==> config.mk <==
export PLATFORM = sky130hd
export DESIGN_NAME = tcp_timer
export DESIGN_NICKNAME = d
export VERILOG_FILES = /design/src/logic/tcp_pkg.sv /design/src/logic/tcp_timer.sv
export SDC_FILE = /design/constraint.sdc
export NUM_CORES = 1
export LEC_CHECK = 0
export BUFFER_PORTS_ARGS = -buffer_cell sky130_fd_sc_hd__buf_2
export CORE_MARGIN = 2
export CORE_UTILIZATION = 42
export CTS_CLUSTER_DIAMETER = 200
export DETAILED_ROUTE_END_ITERATION = 6
export HOLD_SLACK_MARGIN = 0.03
export PLACE_DENSITY = 0.63
export RECOVER_POWER = 25
export SKIP_CTS_REPAIR_TIMING = 1
export SLEW_MARGIN = 20
export SYNTH_ARGS = -nofsm -noshare
export SYNTH_HDL_FRONTEND = slang
export SYNTH_SLANG_ARGS = --single-unit
export TNS_END_PERCENT = 20
==> constraint.sdc <==
create_clock -name clock_i -period 5.4 [get_ports clock_i]
set_clock_uncertainty 0.15 [all_clocks]
set_input_delay 0 -clock clock_i [delete_from_list [all_inputs] [get_ports clock_i]]
set_output_delay 0 -clock clock_i [all_outputs]
set_load 0.02 [all_outputs]
==> src/logic/tcp_pkg.sv <==
// Constants, field layouts and types shared by the timer block.
// Assumes a 32-bit AXI4-Lite register bus with a 12-bit byte address.
package tcp_pkg;

    // Register byte offsets
    localparam logic [11:0] CFG_OFF   = 12'h000;
    localparam logic [11:0] MODE_OFF  = 12'h004;
    localparam logic [11:0] CTL_OFF   = 12'h00C;
    localparam logic [11:0] IMR_OFF   = 12'h018;
    localparam logic [11:0] RIS_OFF   = 12'h01C;
    localparam logic [11:0] MIS_OFF   = 12'h020;
    localparam logic [11:0] ICR_OFF   = 12'h024;
    localparam logic [11:0] ILR_OFF   = 12'h028;
    localparam logic [11:0] MATCH_OFF = 12'h030;
    localparam logic [11:0] PRE_OFF   = 12'h038;
    localparam logic [11:0] VAL_OFF   = 12'h048;

    // Global configuration values
    localparam logic [2:0] CFG_32  = 3'h0;
    localparam logic [2:0] CFG_RTC = 3'h1;
    localparam logic [2:0] CFG_16  = 3'h4;

    // Timer mode field values
    localparam logic [1:0] MR_ONESHOT  = 2'h1;
    localparam logic [1:0] MR_PERIODIC = 2'h2;
    localparam logic [1:0] MR_CAPTURE  = 2'h3;

    // Edge select encodings
    localparam logic [1:0] EV_RISE = 2'h0;
    localparam logic [1:0] EV_FALL = 2'h1;
    localparam logic [1:0] EV_BOTH = 2'h3;

    // Status bit positions
    localparam int IRQ_TO  = 0;
    localparam int IRQ_CM  = 1;
    localparam int IRQ_CE  = 2;
    localparam int IRQ_RTC = 3;

    // Values after reset, RTC start value and bus response codes
    localparam logic [31:0] ILR_RST   = 32'hFFFF_FFFF;
    localparam logic [31:0] MATCH_RST = 32'hFFFF_FFFF;
    localparam logic [31:0] CNT_RST   = 32'hFFFF_FFFF;
    localparam logic [31:0] RTC_START = 32'h0000_0001;
    localparam logic [1:0]  RESP_OK   = 2'h0;
    localparam logic [1:0]  RESP_ERR  = 2'h2;

    // Mode register layout, bit 3 down to bit 0
    typedef struct packed {
        logic       alternate_mode_select;
        logic       capture_mode_bit;
        logic [1:0] timer_mode_field;
    } tcp_mode_s;

    // Control register layout, bit 6 down to bit 0
    typedef struct packed {
        logic       output_invert_bit;
        logic       rsv5;
        logic       rtc_debug_run_bit;
        logic [1:0] edge_select_field;
        logic       rsv1;
        logic       timer_run_bit;
    } tcp_ctl_s;

    typedef enum logic [2:0] {
        OP_IDLE, OP_32, OP_RTC, OP_16, OP_ECNT, OP_ETIME, OP_PWM
    } tcp_op_e;

endpackage

==> src/logic/tcp_timer.sv <==
// General-purpose timer: 32-bit, RTC, 16-bit, edge count, edge time, PWM.
// Assumes an AXI4-Lite master on clock_i and an asynchronous capture pin.
//
// Local design decisions: the AXI4-Lite interface to the registers and the register addresses.
`timescale 1ns/1ps
module tcp_timer #(
    parameter int RTC_DIV = 32768
) (
    input  wire logic        clock_i,
    input  wire logic        rst_n_i,
    input  wire logic [11:0] awaddr_i,
    input  wire logic        awvalid_i,
    output logic             awready_o,
    input  wire logic [31:0] wdata_i,
    input  wire logic [3:0]  wstrb_i,
    input  wire logic        wvalid_i,
    output logic             wready_o,
    output logic [1:0]       bresp_o,
    output logic             bvalid_o,
    input  wire logic        bready_i,
    input  wire logic [11:0] araddr_i,
    input  wire logic        arvalid_i,
    output logic             arready_o,
    output logic [31:0]      rdata_o,
    output logic [1:0]       rresp_o,
    output logic             rvalid_o,
    input  wire logic        rready_i,
    input  wire logic        ccp_i,
    output logic             ccp_o,
    output logic             ccp_oe_o
);

    if (RTC_DIV < 2 || RTC_DIV > 65536) begin : g_chk
        $error("RTC_DIV out of range");
    end

    logic [2:0]          cfg_reg;
    tcp_pkg::tcp_mode_s  mode_reg;
    tcp_pkg::tcp_ctl_s   ctl_reg;
    logic [3:0]          imr_reg;
    logic [3:0]          ris_reg;
    logic [31:0]         ilr_reg;
    logic [31:0]         match_reg;
    logic [7:0]          pre_reg;
    logic [7:0]          pdiv_reg;
    logic [31:0]         cnt_reg;
    logic [31:0]         cap_reg;
    logic                ilr_wr_reg;
    logic                lvl_reg;
    logic [16:0]         rdiv_reg;
    logic                s1_reg;
    logic                s2_reg;
    logic                s3_reg;
    logic                aw_full_reg;
    logic                w_full_reg;
    logic [11:0]         waddr_reg;
    logic [31:0]         wdata_reg;
    logic [3:0]          wstrb_reg;

    function automatic logic [31:0] merge(input logic [31:0] o, input logic [31:0] d,
                                          input logic [3:0] s);
        for (int i = 0; i < 4; i++) begin
            merge[8*i +: 8] = s[i] ? d[8*i +: 8] : o[8*i +: 8];
        end
    endfunction

    function automatic logic mapped(input logic [11:0] a);
        mapped = a == tcp_pkg::CFG_OFF || a == tcp_pkg::MODE_OFF || a == tcp_pkg::CTL_OFF
              || a == tcp_pkg::IMR_OFF || a == tcp_pkg::RIS_OFF || a == tcp_pkg::MIS_OFF
              || a == tcp_pkg::ICR_OFF || a == tcp_pkg::ILR_OFF || a == tcp_pkg::MATCH_OFF
              || a == tcp_pkg::PRE_OFF || a == tcp_pkg::VAL_OFF;
    endfunction

    function automatic logic [31:0] w16(input logic h, input logic [31:0] x);
        w16 = h ? {16'h0000, x[15:0]} : x;
    endfunction

    function automatic tcp_pkg::tcp_op_e op_of(input logic [2:0] c, input tcp_pkg::tcp_mode_s m);
        op_of = tcp_pkg::OP_IDLE;
        if (c == tcp_pkg::CFG_32) begin
            if (m.timer_mode_field == tcp_pkg::MR_ONESHOT
                || m.timer_mode_field == tcp_pkg::MR_PERIODIC) begin
                op_of = tcp_pkg::OP_32;
            end
        end else if (c == tcp_pkg::CFG_RTC) begin
            op_of = tcp_pkg::OP_RTC;
        end else if (c == tcp_pkg::CFG_16) begin
            if (m.alternate_mode_select) begin
                if (!m.capture_mode_bit && m.timer_mode_field == tcp_pkg::MR_PERIODIC) begin
                    op_of = tcp_pkg::OP_PWM;
                end
            end else if (m.timer_mode_field == tcp_pkg::MR_CAPTURE) begin
                op_of = m.capture_mode_bit ? tcp_pkg::OP_ETIME : tcp_pkg::OP_ECNT;
            end else if (m.timer_mode_field != 2'h0) begin
                op_of = tcp_pkg::OP_16;
            end
        end
    endfunction

    // Decode and event terms
    tcp_pkg::tcp_op_e op;
    logic             run;
    logic             h16;
    logic             we;
    logic [31:0]      ilr_v;
    logic [31:0]      match_v;
    logic [31:0]      dec;
    logic             zero;
    logic             pre_on;
    logic             tick;
    logic             rise;
    logic             fall;
    logic             sel_edge;
    logic             rtc_tick;
    logic             to_evt;
    logic             cm_evt;
    logic             ce_evt;
    logic             rtc_evt;
    logic [3:0]       clr;

    assign op       = op_of(cfg_reg, mode_reg);
    assign run      = ctl_reg.timer_run_bit;
    assign h16      = cfg_reg == tcp_pkg::CFG_16;
    assign we       = aw_full_reg && w_full_reg && !bvalid_o;
    assign ilr_v    = w16(h16, ilr_reg);
    assign match_v  = w16(h16, match_reg);
    assign dec      = cnt_reg - 32'h0000_0001;
    assign zero     = w16(h16, cnt_reg) == 32'h0000_0000;
    assign pre_on   = op == tcp_pkg::OP_16 || op == tcp_pkg::OP_PWM;
    assign tick     = !pre_on || pdiv_reg == 8'h00;
    assign rise     = s2_reg && !s3_reg;
    assign fall     = !s2_reg && s3_reg;
    assign rtc_tick = run && op == tcp_pkg::OP_RTC && rise && rdiv_reg == 17'(RTC_DIV - 1);
    assign to_evt   = run && tick && zero && (op == tcp_pkg::OP_32 || op == tcp_pkg::OP_16);
    assign cm_evt   = run && op == tcp_pkg::OP_ECNT && sel_edge && dec == match_v;
    assign ce_evt   = run && op == tcp_pkg::OP_ETIME && sel_edge;
    assign rtc_evt  = rtc_tick && cnt_reg == match_reg;
    assign clr      = (we && waddr_reg == tcp_pkg::ICR_OFF && wstrb_reg[0]) ? wdata_reg[3:0] : 4'h0;

    always_comb begin
        unique case (ctl_reg.edge_select_field)
            tcp_pkg::EV_RISE: sel_edge = rise;
            tcp_pkg::EV_FALL: sel_edge = fall;
            tcp_pkg::EV_BOTH: sel_edge = rise || fall;
            default:          sel_edge = 1'b0;
        endcase
    end

    // Capture pin synchroniser and edge history
    always_ff @(posedge clock_i or negedge rst_n_i) begin
        if (!rst_n_i) begin
            s1_reg <= 1'b0;
            s2_reg <= 1'b0;
            s3_reg <= 1'b0;
        end else begin
            s1_reg <= ccp_i;
            s2_reg <= s1_reg;
            s3_reg <= s2_reg;
        end
    end

    // Write channel capture
    always_ff @(posedge clock_i or negedge rst_n_i) begin
        if (!rst_n_i) begin
            aw_full_reg <= 1'b0;
            w_full_reg  <= 1'b0;
            awready_o   <= 1'b1;
            wready_o    <= 1'b1;
            waddr_reg   <= 12'h000;
            wdata_reg   <= 32'h0000_0000;
            wstrb_reg   <= 4'h0;
        end else if (bvalid_o && bready_i) begin
            aw_full_reg <= 1'b0;
            w_full_reg  <= 1'b0;
            awready_o   <= 1'b1;
            wready_o    <= 1'b1;
        end else begin
            if (awvalid_i && awready_o) begin
                waddr_reg   <= awaddr_i;
                aw_full_reg <= 1'b1;
                awready_o   <= 1'b0;
            end
            if (wvalid_i && wready_o) begin
                wdata_reg  <= wdata_i;
                wstrb_reg  <= wstrb_i;
                w_full_reg <= 1'b1;
                wready_o   <= 1'b0;
            end
        end
    end

    // Write response
    always_ff @(posedge clock_i or negedge rst_n_i) begin
        if (!rst_n_i) begin
            bvalid_o <= 1'b0;
            bresp_o  <= tcp_pkg::RESP_OK;
        end else if (we) begin
            bvalid_o <= 1'b1;
            bresp_o  <= mapped(waddr_reg) ? tcp_pkg::RESP_OK : tcp_pkg::RESP_ERR;
        end else if (bready_i) begin
            bvalid_o <= 1'b0;
        end
    end

    // Read channel
    logic [31:0] rd_data;
    always_comb begin
        rd_data = 32'h0000_0000;
        unique case (araddr_i)
            tcp_pkg::CFG_OFF:   rd_data = {29'h0, cfg_reg};
            tcp_pkg::MODE_OFF:  rd_data = {28'h0, mode_reg};
            tcp_pkg::CTL_OFF:   rd_data = {25'h0, ctl_reg};
            tcp_pkg::IMR_OFF:   rd_data = {28'h0, imr_reg};
            tcp_pkg::RIS_OFF:   rd_data = {28'h0, ris_reg};
            tcp_pkg::MIS_OFF:   rd_data = {28'h0, ris_reg & imr_reg};
            tcp_pkg::ILR_OFF:   rd_data = ilr_v;
            tcp_pkg::MATCH_OFF: rd_data = match_v;
            tcp_pkg::PRE_OFF:   rd_data = {24'h0, pre_reg};
            tcp_pkg::VAL_OFF:   rd_data = w16(h16, op == tcp_pkg::OP_ETIME ? cap_reg : cnt_reg);
            default:            rd_data = 32'h0000_0000;
        endcase
    end

    always_ff @(posedge clock_i or negedge rst_n_i) begin
        if (!rst_n_i) begin
            arready_o <= 1'b1;
            rvalid_o  <= 1'b0;
            rdata_o   <= 32'h0000_0000;
            rresp_o   <= tcp_pkg::RESP_OK;
        end else if (arvalid_i && arready_o) begin
            arready_o <= 1'b0;
            rvalid_o  <= 1'b1;
            rdata_o   <= rd_data;
            rresp_o   <= mapped(araddr_i) ? tcp_pkg::RESP_OK : tcp_pkg::RESP_ERR;
        end else if (rvalid_o && rready_i) begin
            arready_o <= 1'b1;
            rvalid_o  <= 1'b0;
        end
    end

    // Configuration registers
    always_ff @(posedge clock_i or negedge rst_n_i) begin
        if (!rst_n_i) begin
            cfg_reg   <= tcp_pkg::CFG_32;
            mode_reg  <= '0;
            imr_reg   <= 4'h0;
            ilr_reg   <= tcp_pkg::ILR_RST;
            match_reg <= tcp_pkg::MATCH_RST;
            pre_reg   <= 8'h00;
        end else if (we) begin
            unique case (waddr_reg)
                tcp_pkg::CFG_OFF:   cfg_reg   <= 3'(merge({29'h0, cfg_reg}, wdata_reg, wstrb_reg));
                tcp_pkg::MODE_OFF:  mode_reg  <= tcp_pkg::tcp_mode_s'(4'(merge({28'h0, mode_reg}, wdata_reg, wstrb_reg)));
                tcp_pkg::IMR_OFF:   imr_reg   <= 4'(merge({28'h0, imr_reg}, wdata_reg, wstrb_reg));
                tcp_pkg::ILR_OFF:   ilr_reg   <= merge(ilr_reg, wdata_reg, wstrb_reg);
                tcp_pkg::MATCH_OFF: match_reg <= merge(match_reg, wdata_reg, wstrb_reg);
                tcp_pkg::PRE_OFF:   pre_reg   <= 8'(merge({24'h0, pre_reg}, wdata_reg, wstrb_reg));
                default:            ;
            endcase
        end
    end

    // Pending interval load update
    always_ff @(posedge clock_i or negedge rst_n_i) begin
        if (!rst_n_i) begin
            ilr_wr_reg <= 1'b0;
        end else begin
            ilr_wr_reg <= we && waddr_reg == tcp_pkg::ILR_OFF;
        end
    end

    // Control register; software write beats hardware stop
    always_ff @(posedge clock_i or negedge rst_n_i) begin
        if (!rst_n_i) begin
            ctl_reg <= '0;
        end else if (we && waddr_reg == tcp_pkg::CTL_OFF) begin
            ctl_reg <= tcp_pkg::tcp_ctl_s'(7'(merge({25'h0, ctl_reg}, wdata_reg, wstrb_reg)));
        end else if (to_evt && mode_reg.timer_mode_field == tcp_pkg::MR_ONESHOT) begin
            ctl_reg.timer_run_bit <= 1'b0;
        end else if (cm_evt) begin
            ctl_reg.timer_run_bit <= 1'b0;
        end
    end

    // Status flags; a new event wins over a clear
    always_ff @(posedge clock_i or negedge rst_n_i) begin
        if (!rst_n_i) begin
            ris_reg <= 4'h0;
        end else begin
            ris_reg <= (ris_reg & ~clr)
                     | {rtc_evt, ce_evt, cm_evt, to_evt};
        end
    end

    // Prescale divider
    always_ff @(posedge clock_i or negedge rst_n_i) begin
        if (!rst_n_i) begin
            pdiv_reg <= 8'h00;
        end else if (!run || !pre_on || pdiv_reg == 8'h00) begin
            pdiv_reg <= pre_reg;
        end else begin
            pdiv_reg <= pdiv_reg - 8'h01;
        end
    end

    // RTC divider on the external 32.768 kHz input
    always_ff @(posedge clock_i or negedge rst_n_i) begin
        if (!rst_n_i) begin
            rdiv_reg <= 17'h0_0000;
        end else if (!run || op != tcp_pkg::OP_RTC || rtc_tick) begin
            rdiv_reg <= 17'h0_0000;
        end else if (rise) begin
            rdiv_reg <= rdiv_reg + 17'h0_0001;
        end
    end

    // Main counter
    always_ff @(posedge clock_i or negedge rst_n_i) begin
        if (!rst_n_i) begin
            cnt_reg <= tcp_pkg::CNT_RST;
        end else if (we && waddr_reg == tcp_pkg::CFG_OFF && wdata_reg[2:0] == tcp_pkg::CFG_RTC) begin
            cnt_reg <= tcp_pkg::RTC_START;
        end else if (!run) begin
            if (op != tcp_pkg::OP_RTC) begin
                cnt_reg <= ilr_v;
            end
        end else if (ilr_wr_reg && op != tcp_pkg::OP_ECNT && op != tcp_pkg::OP_RTC) begin
            cnt_reg <= ilr_v;
        end else begin
            unique case (op)
                tcp_pkg::OP_32, tcp_pkg::OP_16, tcp_pkg::OP_PWM, tcp_pkg::OP_ETIME: begin
                    if (tick) begin
                        cnt_reg <= zero ? ilr_v : dec;
                    end
                end
                tcp_pkg::OP_RTC: begin
                    if (rtc_tick) begin
                        cnt_reg <= rtc_evt ? 32'h0000_0000 : cnt_reg + 32'h0000_0001;
                    end
                end
                tcp_pkg::OP_ECNT: begin
                    if (sel_edge) begin
                        cnt_reg <= cm_evt ? ilr_v : dec;
                    end
                end
                default: ;
            endcase
        end
    end

    // Capture register
    always_ff @(posedge clock_i or negedge rst_n_i) begin
        if (!rst_n_i) begin
            cap_reg <= tcp_pkg::CNT_RST;
        end else if (ce_evt) begin
            cap_reg <= cnt_reg;
        end
    end

    // PWM level and pin drive
    always_ff @(posedge clock_i or negedge rst_n_i) begin
        if (!rst_n_i) begin
            lvl_reg  <= 1'b0;
            ccp_o    <= 1'b0;
            ccp_oe_o <= 1'b0;
        end else begin
            if (!run || op != tcp_pkg::OP_PWM) begin
                lvl_reg <= 1'b0;
            end else if (cnt_reg == ilr_v) begin
                lvl_reg <= 1'b1;
            end else if (cnt_reg == match_v) begin
                lvl_reg <= 1'b0;
            end
            ccp_o    <= lvl_reg ^ ctl_reg.output_invert_bit;
            ccp_oe_o <= run && op == tcp_pkg::OP_PWM;
        end
    end
endmodule

==> metrics.txt <==
vias in the first global route=14,000; Async SR Flop Fraction=100%; Synth cell types=88; RSZ-0062 raised after global routing=false; Port Buffer Count=108; status=finished with violations; post-route ant nets=0; share of cells above drive strength 1=24.1%; CP arrival=5.05 ns; XOR/XNOR Fraction of Synth Area=8.39%; Final Hold Fails=1; max-slew violation count=68; worst setup margin=0.693 ns; Startpoint Class=register; Logic pwr share=21.7%; HP Class=input port to register; Net Sw Frac=31.0%; gpl congestion=0.979; CTS Sinks=263; first-iteration detailed-routing DRC count=1,459; Slew @ Worst Pin=4.30 ns; switching power=0.00185 W; maximum fanout along the worst path=13; Critical Path RT=5.75 ns; First-pass DRT Iterations=7; Root Buffer=clkbuf_16; Synth Area in Simple Gates=19.6%; FF+latch count, synth=263; initial antenna violation count=1; P_leak=7.74 nW; max-cap violations=1; Seq/Total Area, Yosys=41.0%; Reg clk slew, reported paths=0.06 ns; core footprint=0.0386 mm²; mux cell area share after synthesis=10.8%; largest family of logic cells by synthesized area=simple AND/OR/NAND/NOR gates; # diodes=0; cell count after synthesis=1,763; Pint=0.00412 W; Num CTS Buffers=31; Setup TNS=0 ns; fin crit share=87.2%; CP max-delay cell=and4_1; DIE WIDTH=202 µm; final setup fails=0; Yosys top cell by area=dfrtp_1; count leader, synth=nand2_1; Die Y=202 µm; Hold Slack=-0.00661 ns; Via Count=14,500; largest cells by area after synthesis=dfrtp_1 (23%), dfstp_2 (18%), mux2_2 (9.4%), nand2_1 (5.2%), xnor2_1 (5.0%); vias per cell=6.03; largest net degree at the start of global routing=117; overall power=0.00597 W; # rows=72; Main synth FF type=dfrtp_1; gr usage total=26.8%; Clock Latency Late Sink=0.57 ns; reg-to-reg setup timing slack=0.69 ns; worst setup path class=register to register; YS warnings=0; Netlist Area Pre-Place=0.0164 mm²; FMAX=212 MHz; share of power burned in registers=41.2%; Remaining DRCs=0; fin util=49.3%; Commonest cells post-synth=nand2_1 (229), dfrtp_1 (148), mux2_2 (137); CP Capture Type=register; die area=0.0407 mm²; fill cell count=3,591; fraction of the mapped netlist area in compound gates=15.2%; Pwr per Cell Area=313 mW/mm²; Slew headroom=-186%; CP max stage delay=0.74 ns; GRT overflow=0; CTS max path bufs=3; maximum vdd ir drop=0.000286 V; violated checks=hold timing, capacitance limit, slew limit; Yosys top cell area share=22.6%; starting density of the core=42.5%; final WL=55.3 mm; number of synthesized flops with an enable pin=0; Syn Area/Cell=9.31 µm²; crit path time final=4.71 ns; hpwl dp=39.7 mm; Post-Synth Adder-Cell Area=0.915%; CTS tree=built; Ports=111; pre-CTS WS=0.757 ns; Area Overhead vs Synth=16.1%; H-Tree Level Count=1; clock share of power=37.0%; nets@finish=1,948; drt wl/cell=22.9 µm; first-pass GRT wire length=85.4 mm; CP cell instances=inv_1 > ha_1 > nor3b_4 > nand2_2 > nor4b_2 > xnor2_1 > or4b_1 > nor4_1 > and4_1 > buf_4 > mux2_1 > o21ai_1
[layout make-up]
| class | instances | area (µm²) | area share [%] |
|---|---|---|---|
| Inverter | 38 | 143 | 0.748 |
| Tap cell | 518 | 648 | 3.40 |
| Sequential cell | 263 | 6730 | 35.3 |
| Clock inverter | 15 | 211 | 1.11 |
| Multi-Input combinational cell | 1329 | 9050 | 47.5 |
| Clock buffer | 42 | 867 | 4.55 |
| Timing Repair Buffer | 205 | 1420 | 7.45 |
[kinds of logic (layout without fill, tap and decap cells)]
logic type	Yosys count	in the layout
AOI/OAI and AO/OA	372	372
xor gates and xnor gates	154	154
adders and majority gates	12	12
buffers and inverters	172	300
DFF	263	263
muxes	159	159
other	1	2
and+or+nand+nor	630	630
[power groups by stage]
stage,Combinational (W),Clock (W),Sequential (W)
after global routing,0.00141,0.00234,0.00251
after CTS,0.00124,0.00226,0.00246
after detailed placement,0.00124,0,0.00249
final,0.00130,0.00221,0.00246
after floorplan,0.000863,0,0.00239
after global placement,0.00122,0,0.00248
[final timing paths]
check / startpoint / cells past startpoint / end
max: cnt_reg[0] / 12 / cnt_reg[11]
min: araddr_i[2] / 5 / rdata_o[3]
max reg2reg: cnt_reg[0] / 12 / cnt_reg[11]
min reg2reg: s1_reg / 0 / s2_reg
max in group asynchronous: rst_n_i / 3 / rdata_o[21]
min in group asynchronous: rst_n_i / 2 / awready_o
[per-layer routing]
| layer | GRT usage [%] | part of all wire (%) |
|---|---|---|
| met5 | 0 | 0 |
| met4 | 9.38 | 3.3 |
| met3 | 3.43 | 7.5 |
| met2 | 41.6 | 45 |
| met1 | 38.7 | 44 |
[through the flow]
step,cell area [µm²],std cells
2_1_floorplan,16400,1764
3_3_place_gp,17400,2290
3_5_place_dp,17400,2290
4_1_cts,18500,2347
5_1_grt,19100,2410
6_report,19100,2410
[cells in the final DEF (no fill, tap or decap), drive strengths merged, types with 6 or more instances in the layout]
cell type      n
a211oi         8
nand4b         6
nor2b         12
nor2         122
dlygate4sd3   62
nand2b        10
mux2         143
nand4         32
and4          15
dfrtp        148
o211ai        19
nor4          22
nand2        232
nand3         51
xnor2         93
and3          15
a21oi         48
nor3b          9
a222oi        32
clkbuf        65
a21o           7
xor2          59
mux2i         16
dfstp        115
or4            6
o22ai          9
and2          14
o32ai         15
o221ai        11
ha            12
a31oi         19
nor3          51
nor4b         10
clkinv         7
buf          120
inv           38
a22oi         20
o21ai        136
a221o          6
[critical path, delay by kind of cell, from the launching register on]
family          cells  cell delay (ns)
simple gates        6             2.66
compound gates      1             0.12
mux                 1             0.33
buf+inv             2             0.46
fa+ha+maj           1             0.33
flops               1             0.43
xor+xnor            1             0.15
(Power assumes the default switching activity.)
